$ cat src/hw/dtio_defines.svh
// timing and reset constants of the dispense trigger block
`ifndef DTIO_DEFINES_SVH
`define DTIO_DEFINES_SVH
`define DTIO_CLK_MHZ        125
`define DTIO_MS_CYCLES      (`DTIO_CLK_MHZ * 1000)
`define DTIO_DEBOUNCE_NS    1000000
`define DTIO_DEBOUNCE_CYC   ((`DTIO_DEBOUNCE_NS * `DTIO_CLK_MHZ + 999) / 1000)
`define DTIO_NUM_RECIPES    6
`define DTIO_RST_REFILL_MS  16'h0002
`define DTIO_RST_DWELL_MS   16'h0008
`define DTIO_RST_DROPS      16'h0001
`endif

$ cat src/hw/dtio_pkg.sv
// types of the dispense trigger block
`default_nettype none
package dtio_pkg;
   typedef struct packed
   {
      logic [15:0] refill_ms;
      logic [15:0] dwell_ms;
      logic [15:0] drops;
   } dtio_recipe_t;

   typedef struct packed
   {
      logic [2:0]  idx;
      logic        we;
      dtio_recipe_t data;
   } dtio_store_wr_t;

   typedef struct packed
   {
      logic fluid_low_ok;
      logic fluid_over;
      logic jet_low_ok;
      logic jet_over;
      logic heat_low_ok;
      logic heat_over;
   } dtio_alarm_t;

   typedef enum logic [2:0]
   {
      ST_IDLE   = 3'b001,
      ST_REFILL = 3'b010,
      ST_DWELL  = 3'b100
   } dtio_state_t;
endpackage : dtio_pkg
`default_nettype wire

$ cat src/hw/dtio_input_filter.sv
// three-flop synchroniser and debouncer for one pin
`timescale 1ns/1ps
`default_nettype none
`include "dtio_defines.svh"
module dtio_input_filter #(
   parameter int DEBOUNCE_CYC = `DTIO_DEBOUNCE_CYC
) (
   input  wire logic core_clk_i,
   input  wire logic rst_i,
   input  wire logic pin_i,
   output logic      level_o
);
   logic        s1_reg;
   logic        s2_reg;
   logic        s3_reg;
   logic [31:0] cnt_reg;

   always_ff @(posedge core_clk_i)
   begin
      if (rst_i)
      begin
         s1_reg <= 1'b0;
         s2_reg <= 1'b0;
         s3_reg <= 1'b0;
      end
      else
      begin
         s1_reg <= pin_i;
         s2_reg <= s1_reg;
         s3_reg <= s2_reg;
      end
   end

   // level accepted only after it held steady for the whole debounce time
   always_ff @(posedge core_clk_i)
   begin
      if (rst_i)
      begin
         cnt_reg <= 32'h0;
         level_o <= 1'b0;
      end
      else if (s2_reg != s3_reg || s3_reg == level_o)
         cnt_reg <= 32'h0;
      else if (cnt_reg >= 32'(DEBOUNCE_CYC - 1))
      begin
         level_o <= s3_reg;
         cnt_reg <= 32'h0;
      end
      else
         cnt_reg <= cnt_reg + 32'h1;
   end
endmodule : dtio_input_filter
`default_nettype wire

$ cat src/hw/dtio_trigger_core.sv
// dispense trigger and status interface core
`timescale 1ns/1ps
`default_nettype none
`include "dtio_defines.svh"
// What this block does
// - six separate trigger inputs each belong to one of six stored recipes.
// - asserting trigger n starts recipe n.
// - a started recipe fires its stored drop sequence with its own timing.
// - recipes are held in a store that rst_i does not clear.
// - busy is high for as long as the pump runs a sequence.
// - the stop input aborts a running sequence and stops the pump, and blocks new starts while held.
// - fluid and jet pressure each give a lower-limit-ok and an over-limit output.
// - the heater gives a lower-temperature-ok and an over-temperature output.
// - one trigger dispenses the recipe's drop count of drops in a row.
// - a mode selects whether triggers are read as pulses or as levels.
// - each drop is a refill interval then a dwell interval, both in milliseconds.
module dtio_trigger_core
   import dtio_pkg::*;
#(
   parameter int NUM_RECIPES  = `DTIO_NUM_RECIPES,
   parameter int MS_CYCLES    = `DTIO_MS_CYCLES,
   parameter int DEBOUNCE_CYC = `DTIO_DEBOUNCE_CYC
) (
   input  wire logic                   core_clk_i,
   input  wire logic                   rst_i,
   input  wire logic [NUM_RECIPES-1:0] trig_n_i,
   input  wire logic                   stop_n_i,
   input  wire logic                   level_mode_i,
   input  wire dtio_pkg::dtio_store_wr_t store_wr_i,
   input  wire dtio_pkg::dtio_alarm_t  sensor_i,
   output logic                        busy_o,
   output logic                        jet_open_o,
   output dtio_pkg::dtio_alarm_t       alarm_o,
   output logic [2:0]                  recipe_o
);
   import dtio_pkg::*;

   logic [NUM_RECIPES-1:0] trig_lvl;
   logic [NUM_RECIPES-1:0] trig_prev_reg;
   logic                   stop_lvl;
   logic [NUM_RECIPES-1:0] trig_req;
   dtio_recipe_t           store_reg [NUM_RECIPES];
   dtio_recipe_t           act_reg;
   dtio_state_t            state_reg;
   logic [31:0]            tick_reg;
   logic [15:0]            ms_reg;
   logic [15:0]            drop_reg;
   logic                   ms_tick;
   logic                   stop_req;
   logic                   start;
   logic [2:0]             sel;
   logic                   launch;
   logic                   zero_skip;

   // pins are active low and idle high when undriven, so invert before filtering
   genvar g;
   generate
      for (g = 0; g < NUM_RECIPES; g++)
      begin : g_trig
         logic raw_lvl;
         dtio_input_filter #(.DEBOUNCE_CYC(DEBOUNCE_CYC)) u_filt (
            .core_clk_i(core_clk_i),
            .rst_i     (rst_i),
            .pin_i     (~trig_n_i[g]),
            .level_o   (raw_lvl)
         );
         assign trig_lvl[g] = raw_lvl;
      end
   endgenerate

   dtio_input_filter #(.DEBOUNCE_CYC(DEBOUNCE_CYC)) u_stop (
      .core_clk_i(core_clk_i),
      .rst_i     (rst_i),
      .pin_i     (~stop_n_i),
      .level_o   (stop_lvl)
   );
   assign stop_req = stop_lvl;

   always_ff @(posedge core_clk_i)
   begin
      if (rst_i)
         trig_prev_reg <= '0;
      else
         trig_prev_reg <= trig_lvl;
   end

   // pulse mode fires on the asserting edge, level mode keeps firing while held
   assign trig_req = level_mode_i ? trig_lvl : (trig_lvl & ~trig_prev_reg);

   function automatic logic [2:0] first_set(input logic [NUM_RECIPES-1:0] v);
      logic [2:0] r;
      r = 3'h0;
      for (int i = NUM_RECIPES - 1; i >= 0; i--)
         if (v[i])
            r = 3'(i);
      return r;
   endfunction : first_set

   assign sel   = first_set(trig_req);
   // requests while busy are dropped, not queued
   assign start = (state_reg == ST_IDLE) && (|trig_req) && !stop_req;
   // a recipe with no drops is refused, so it never raises busy
   assign launch = start && (store_reg[sel].drops != 16'h0);

   // recipe store; a flash or battery-backed macro replaces this array in the
   // chip, so contents are not touched by rst_i
   always_ff @(posedge core_clk_i)
   begin
      if (store_wr_i.we && store_wr_i.idx < 3'(NUM_RECIPES))
         store_reg[store_wr_i.idx] <= store_wr_i.data;
   end

   // millisecond timebase, restarted with each interval
   assign ms_tick = (tick_reg == 32'(MS_CYCLES - 1));

   // a zero-length interval ends after one cycle; the next interval must
   // still start from a fresh millisecond
   assign zero_skip = (state_reg == ST_REFILL && act_reg.refill_ms == 16'h0) ||
                      (state_reg == ST_DWELL && act_reg.dwell_ms == 16'h0);

   always_ff @(posedge core_clk_i)
   begin
      if (rst_i || state_reg == ST_IDLE || ms_tick || zero_skip)
         tick_reg <= 32'h0;
      else
         tick_reg <= tick_reg + 32'h1;
   end

   always_ff @(posedge core_clk_i)
   begin
      if (rst_i)
      begin
         state_reg <= ST_IDLE;
         ms_reg    <= 16'h0;
         drop_reg  <= 16'h0;
      end
      else if (stop_req && state_reg != ST_IDLE)
         state_reg <= ST_IDLE;
      else
      begin
         case (state_reg)
            ST_IDLE:
            begin
               if (launch)
               begin
                  drop_reg  <= store_reg[sel].drops;
                  ms_reg    <= 16'h0;
                  state_reg <= ST_REFILL;
               end
            end
            ST_REFILL:
            begin
               if (ms_tick || act_reg.refill_ms == 16'h0)
               begin
                  if (ms_reg + 16'h1 >= act_reg.refill_ms)
                  begin
                     ms_reg    <= 16'h0;
                     state_reg <= ST_DWELL;
                  end
                  else
                     ms_reg <= ms_reg + 16'h1;
               end
            end
            ST_DWELL:
            begin
               if (ms_tick || act_reg.dwell_ms == 16'h0)
               begin
                  if (ms_reg + 16'h1 >= act_reg.dwell_ms)
                  begin
                     ms_reg <= 16'h0;
                     if (drop_reg <= 16'h1)
                        state_reg <= ST_IDLE;
                     else
                     begin
                        drop_reg  <= drop_reg - 16'h1;
                        state_reg <= ST_REFILL;
                     end
                  end
                  else
                     ms_reg <= ms_reg + 16'h1;
               end
            end
            default:
               state_reg <= ST_IDLE;
         endcase
      end
   end

   // the running recipe is a copy, so a store write during a run cannot
   // change the timing of drops already under way
   always_ff @(posedge core_clk_i)
   begin
      if (rst_i)
      begin
         recipe_o <= 3'h0;
         act_reg  <= '{`DTIO_RST_REFILL_MS, `DTIO_RST_DWELL_MS, `DTIO_RST_DROPS};
      end
      else if (launch)
      begin
         act_reg  <= store_reg[sel];
         recipe_o <= sel;
      end
   end

   always_ff @(posedge core_clk_i)
   begin
      if (rst_i)
      begin
         busy_o     <= 1'b0;
         jet_open_o <= 1'b0;
      end
      else
      begin
         busy_o     <= (state_reg != ST_IDLE);
         jet_open_o <= (state_reg == ST_REFILL);
      end
   end

   // sensor levels are registered so alarm pins glitch-free follow them
   always_ff @(posedge core_clk_i)
   begin
      if (rst_i)
         alarm_o <= '0;
      else
         alarm_o <= sensor_i;
   end
endmodule : dtio_trigger_core
`default_nettype wire

$ cat config.mk
export PLATFORM = sky130hd
export DESIGN_NAME = dtio_trigger_core
export DESIGN_NICKNAME = d
export VERILOG_FILES = /design/src/hw/dtio_pkg.sv /design/src/hw/dtio_input_filter.sv /design/src/hw/dtio_trigger_core.sv
export VERILOG_INCLUDE_DIRS = /design/src /design/src/hw
export SDC_FILE = /design/constraint.sdc
export NUM_CORES = 1
export LEC_CHECK = 0
export BUFFER_PORTS_ARGS = -buffer_cell sky130_fd_sc_hd__buf_2
export CORE_MARGIN = 2
export CORE_UTILIZATION = 55
export CTS_CLUSTER_SIZE = 25
export DETAILED_ROUTE_END_ITERATION = 8
export GPL_TIMING_DRIVEN = 1
export MAX_ROUTING_LAYER = met4
export PLACE_DENSITY = 0.75
export SLEW_MARGIN = 10
export SYNTH_ARGS = -nofsm -noshare
export SYNTH_HDL_FRONTEND = slang
export SYNTH_SLANG_ARGS = --single-unit
$ cat constraint.sdc
create_clock -name core_clk_i -period 4.1 [get_ports core_clk_i]
set_input_delay 0.205 -clock core_clk_i [delete_from_list [all_inputs] [get_ports core_clk_i]]
set_output_delay 0.205 -clock core_clk_i [all_outputs]
set_load 0.005 [all_outputs]
Yosys cells after proc, flatten, opt, wreduce, memory -nomap -nowiden. Memory sizes are Yosys's and may differ from the RTL's. Cells that the tools add are included.

Memory bits (writable): 288. Output and inout bits: 11. Memories: 1. Register bits after elaboration: 368. Bits of input ports: 68.

Memory list: store_reg (depth 6, bits a word 48, read ports 1, clocked after memory_dff 0, wr ports 1, line dtio_trigger_core.sv:42) `dtio_recipe_t store_reg [NUM_RECIPES];`.

Bitwise logic cells: 17. Mux-type cells: 27. $lt $le $gt $ge: 11. Equality and inequality tests: 25. Add/sub/neg operators: 10. Reductions and logical operators: 45.

Operators by type and width (count): 32-bit by 1-bit adder with 32-bit output (second input constant) (8); 32-bit by 17-bit >= comparator with 1-bit output (second input constant) (7); 16-bit 2-to-1 mux (9); 16-bit case mux with 3 select lines (1); 3-bit 2-to-1 mux (11); 32-bit by 17-bit equality test with 1-bit output (second input constant) (1); 16-bit >= comparator (2); 16-bit zero test (2); 16-bit case mux with 2 select lines (1); 3-bit OR reduction (7); 16-bit by 1-bit adder with 16-bit output (second input constant) (1); 16-bit by 1-bit <= comparator with 1-bit output (second input constant) (1); 16-bit nonzero test (1); 16-bit by 1-bit subtractor with 16-bit output (second input constant) (1); 1-bit NOT (15); 2-bit AND reduction (7); 1-bit logical OR (13); 5-bit AND reduction (2); 3-bit case mux with 3 select lines (1); 2-bit by 1-bit != test with 1-bit output (second input constant) (4); 1-bit equality test (7); 1-bit logical AND (7); 1-bit != test (7); 6-bit AND (1); 16 further kinds (18).

Depth between registers and ports, before layout. An unclocked memory read counts as a cell.

Depth in word-level cells: 14. Gate-level depth with buffers: 19. Mapped depth without buffers: 18.

By module. From an unflattened synthesis, not the netlist that was laid out.

Cell total of the unflattened synthesis: 2269. Area, all modules: 26596.8 sq um.

Modules (own cells, without submodules): dtio_trigger_core (area each 17794.6 sq um, cells each 1401, times used 1); dtio_input_filter (area each 1257.5 sq um, cells each 124, times used 7).

Worst setup path before layout. No wires, ideal clock.

Path kind: input -> register. From: input port store_wr_i[49] (netlist bit). To: memory store_reg[0][0] (netlist bit) (enable). Setup slack: -0.057 ns. Path buffers: 0. Setup time: 0.513 ns. Data arrival time: 3.644 ns. Stages on the path: 2. Path through: nand2b_1 nor3_1.

Cells in the longest elaborated chain, start to end: 4.

RTL lines: from (decl) (line dtio_trigger_core.sv:29) `input wire dtio_pkg::dtio_store_wr_t store_wr_i,`; 3-bit < comparator (line dtio_trigger_core.sv:109) `if (store_wr_i.we && store_wr_i.idx < 3'(NUM_RECIPES))`; 1-bit logical AND (line dtio_trigger_core.sv:109); 1-bit 2-to-1 mux (line dtio_trigger_core.sv:109); 1-bit 2-to-1 mux (implied by the code) (line dtio_trigger_core.sv:110) `store_reg[store_wr_i.idx] <= store_wr_i.data;`; to (decl) (line dtio_trigger_core.sv:42).

Several ways; a longest one is shown, not always the timed one.

Final worst setup path.
From: register ms_reg[0]. To: register drop_reg[8].

Cells in the longest elaborated chain, start to end: 4.

RTL lines: from (decl) (line dtio_trigger_core.sv:46) `logic [15:0] ms_reg;`; from (signal assigned) (line dtio_trigger_core.sv:161) `ms_reg <= ms_reg + 16'h1;`; from (signal assigned) (line dtio_trigger_core.sv:180) `ms_reg <= ms_reg + 16'h1;`; 16-bit by 1-bit adder with 16-bit output (line dtio_trigger_core.sv:168) `if (ms_reg + 16'h1 >= act_reg.dwell_ms)`; 16-bit >= comparator (line dtio_trigger_core.sv:168); 2-bit by 1-bit != test with 1-bit output (no source line); 6-bit AND reduction (no source line); to (signal assigned) (line dtio_trigger_core.sv:146) `drop_reg <= store_reg[sel].drops;`; to (signal assigned) (line dtio_trigger_core.sv:175) `drop_reg <= drop_reg - 16'h1;`; to (decl) (line dtio_trigger_core.sv:47) `logic [15:0] drop_reg;`.

No other way between the ends. A chain may end at the register's enable or synchronous reset.

==> results.py <==
metrics = {
    "final_layout": {
        "multi_input_area_um2": 9505,
        "syn_to_final_growth_pct": 17.94,
        "seq_area_um2": 16020,
        "layout.cells.most_common": "dfxtp_1",
        "final_layout_size_suffix_gt1_share_pct": 10.87,
        "fillers": 3435,
        "layout_common_cells": "dfxtp_1, edfxtp_1, nor2_1",
        "fin_util_pct": 65.35,
        "final_net_count": 2678,
        "largest_register_ffs": 288,
        "antenna_cells": 0,
    },
    "synth": {
        "synth_flop_cell": "dfxtp_1",
        "yosys_warnings": 0,
        "syn-mean-instance-area_um2": 11.14,
        "synth_area_um2": 25630,
        "seq_area_frac_synth_pct": 62.48,
        "syn_inst": 2301,
        "ys_ff_latch": 656,
        "ys_types": 75,
        "synth_edf_count": 288,
        "async_reset_ff_share_pct": 0,
    },
    "die": {
        "core_area_um2": 46260,
        "die_h_um": 219.9,
        "die_w_um": 219.9,
        "rows": 79,
        "io_pins": 79,
        "initial_core_util_pct": 55.41,
        "fp.dieArea_um2": 48350,
    },
    "pwr": {
        "power_frac_seq_pct": 51.4,
        "p_leak_nw": 11.17,
        "vdd_drop_max_mv": 0.3763,
        "swShare_pct": 21.00,
        "p_switching_mw": 2.881,
        "p_per_area_nw_per_um2": 453.9,
        "p_clk_share_pct": 45.2,
        "combPwrFrac_pct": 3.3,
        "finalPower_mw": 13.72,
        "p_int_mw": 10.84,
    },
    "setup_path": {
        "cp-start-kind": "flip-flop",
        "crit_path_max_fanout": 6,
        "reg2reg_setup_slack_ns": 0.18,
        "path_class": "flip-flop to flip-flop",
        "rr_startpoint": "ms_reg[0]$_SDFFE_PP0P_",
        "required_ns": 4.59,
        "r2r_end": "drop_reg[8]$_SDFFE_PP0P_",
        "rr_worst_depth": 20,
        "arrival_ns": 4.41,
        "worstSetupEndpointType": "flip-flop",
    },
    "clock_tree": {
        "cts_buffer_depth": 3,
        "cts_root_buf": "clkbuf_16",
        "clk_latency_ns": 0.61,
        "cts_max_level": 3,
        "cts.sinks": 656,
        "cts_buffers": 69,
        "cts_tree": "built",
        "clk_pin_slew_worst_paths_ns": 0.06,
    },
    "hold_path": {
        "min_path_type": "input pin to flip-flop",
        "min-delay-start": "rst_i",
        "worstHoldEndpoint": "trig_prev_reg[2]$_SDFF_PP0_",
        "min_delay_path_depth": 2,
    },
    "grt": {
        "antenna_found_initial": 0,
        "grt_usage_pct": 23.60,
        "grt_pass1_vias": 17820,
        "overflow": 0,
        "grt_pass1_wl_um": 88200,
        "grt_max_degree": 69,
    },
    "timing": {
        "finalCriticalPeriod_ns": 3.922,
        "worst_slew_pin_slew_ns": 1.021,
        "fin_skew_ns": 0.02603,
        "fmax_ghz": 0.2550,
        "setup_viol": 0,
        "finalHoldViolations": 0,
        "post-route-period-util_pct": 95.65,
        "slew_headroom_pct": 31.32,
        "drv_slew": 0,
    },
    "outcome": {
        "status": "complete, no violations",
    },
    "drt": {
        "drt_iter0_markers": 1555,
        "drt-total-wl_um": 54650,
        "drc_errors": 0,
        "top_layer": "met4",
        "dr_wl_met3_um": 2720,
        "ant_nets": 0,
        "dr.pass1.iters": 7,
        "viasPerCell": 5.523,
        "dr_wl_met2_um": 27320,
        "wire_per_inst_um": 16.92,
        "wl_met1_um": 23080,
        "dr_total_vias": 17840,
    },
    "placed_design": {
        "finalWeightedCongestion": 0.9346,
        "place_hpwl_um": 32970,
        "port-buffer-count": 78,
    },
    "job": {
        "maxCapViolCount": 0,
    },
}
critical path, stage by stage, from the launching register on:
cell,delay [ns]
dfxtp_2,0.38
ha_2,0.22
and3_4,0.21
nand3_1,0.11
nor2_2,0.15
and3_1,0.19
and3_1,0.18
xor2_1,0.20
ha_1,0.29
a21oi_1,0.14
o21ai_0,0.08
nor3_1,0.13
o21ai_0,0.13
a21oi_2,0.18
nor4_2,0.08
or3_4,0.36
o31ai_4,0.24
buf_4,0.18
clkbuf_16,0.15
a21oi_1,0.05
o32ai_1,0.16
power groups by stage:
stage / Combinational (mW) / Sequential (mW) / Clock [mW]
after floorplan: 0.236 / 7.18 / 0
after global routing: 0.504 / 7.07 / 6.58
after detailed placement: 0.387 / 7.20 / 0
after global placement: 0.374 / 7.19 / 0
after CTS: 0.436 / 7.06 / 6.31
final: 0.455 / 7.06 / 6.21
cell type report:
| type | count | area share (%) |
|---|---|---|
| Clock buffer | 98 | 6.585 |
| Clock inverter | 29 | 0.9727 |
| Inverter | 76 | 0.9437 |
| Multi-Input combinational cell | 1585 | 31.44 |
| Sequential cell | 656 | 52.99 |
| Tap cell | 607 | 2.512 |
| Timing Repair Buffer | 179 | 4.553 |
cells in the mapped netlist (4+ instances only):
master / n / area share (%)
o41ai_1: 4 / 0.14
nand2b_1: 7 / 0.17
nor4_1: 49 / 1.2
or3_1: 9 / 0.22
o221ai_1: 5 / 0.17
buf_2: 6 / 0.12
a2111oi_0: 8 / 0.27
or4_1: 8 / 0.23
a21oi_1: 54 / 1.1
o211ai_1: 9 / 0.26
mux2i_1: 70 / 2.7
nor3_1: 29 / 0.57
nor2_1: 283 / 4.1
o22ai_1: 5 / 0.12
buf_4: 5 / 0.15
and3_1: 41 / 1.0
inv_1: 75 / 1.1
o32ai_1: 5 / 0.17
buf_1: 10 / 0.15
nand4_1: 29 / 0.71
a32o_1: 12 / 0.47
a31oi_1: 9 / 0.22
o2111ai_1: 9 / 0.31
a21o_1: 13 / 0.38
nor2b_1: 24 / 0.59
o21ai_0: 78 / 1.5
edfxtp_1: 288 / 34
nand2_1: 246 / 3.6
nand3_1: 173 / 3.4
o221a_2: 14 / 0.62
xnor2_1: 60 / 2.1
and4_1: 5 / 0.17
xor2_1: 80 / 2.7
a22o_1: 9 / 0.31
o21a_1: 10 / 0.29
a211oi_1: 8 / 0.23
clkbuf_1: 64 / 0.94
ha_1: 43 / 2.1
nor3b_1: 9 / 0.26
dfxtp_1: 368 / 29
and2_1: 5 / 0.12
a22oi_1: 6 / 0.18
worst max-delay path by stage:
stage	startpoint	cells past startpoint	endpoint
5_1_grt	ms_reg[0]$_SDFFE_PP0P_	20	drop_reg[6]$_SDFFE_PP0P_
6_report	ms_reg[0]$_SDFFE_PP0P_	20	drop_reg[8]$_SDFFE_PP0P_
3_3_place_gp	ms_reg[0]$_SDFFE_PP0P_	19	drop_reg[11]$_SDFFE_PP0P_
4_1_cts	ms_reg[0]$_SDFFE_PP0P_	19	drop_reg[11]$_SDFFE_PP0P_
2_1_floorplan	store_wr_i[50]	1	store_reg[1][0]$_DFFE_PP_
3_5_place_dp	ms_reg[0]$_SDFFE_PP0P_	19	drop_reg[11]$_SDFFE_PP0P_
repair_timing:
item                                   in CTS  in global routing
buffers inserted                            0                  3
resized for setup                           0                 16
setup endpoints to repair                   0                 26
endpoints found under the hold margin     301                  0
hold buffers                               61                  0
stage by stage:
stage | TNS, ns | instances | setup WS, ns | hold slack (ns) | cell area [um^2]
final | 0 | 3230 | 0.1783 | 0.05942 | 30230
after floorplan | 0 | 2405 | 0.009530 | 0.2717 | 26030
after global routing | -0.01323 | 3230 | -0.008830 | 0.07304 | 30230
after global placement | 0 | 3037 | 0.1522 | 0.3614 | 27190
after detailed placement | 0 | 3037 | 0.09891 | 0.3600 | 27190
after CTS | 0 | 3225 | 0.07066 | 0.03839 | 30080
routing by layer:
| metal | vias up | track usage [%] |
|---|---|---|
| li1 | 8661 | - |
| met4 | 0 | 8.680 |
| met5 | - | - |
| met3 | 126 | 4.030 |
| met1 | 8567 | 28.50 |
| met2 | 486 | 39.85 |
kinds of logic (layout without fill, tap and decap cells):
| logic type | Yosys count | count (layout) | share of synthesized area (%) |
|---|---|---|---|
| other cells | 1 | 105 | 0.01463 |
| flops | 656 | 656 | 62.48 |
| xor+xnor | 140 | 140 | 4.784 |
| mux | 70 | 70 | 2.734 |
| fa+ha+maj | 43 | 43 | 2.099 |
| buf+inv | 164 | 382 | 2.592 |
| compound gates | 296 | 296 | 8.387 |
| simple gates | 931 | 931 | 16.91 |
Note: power is estimated with default switching activity, not from simulation.
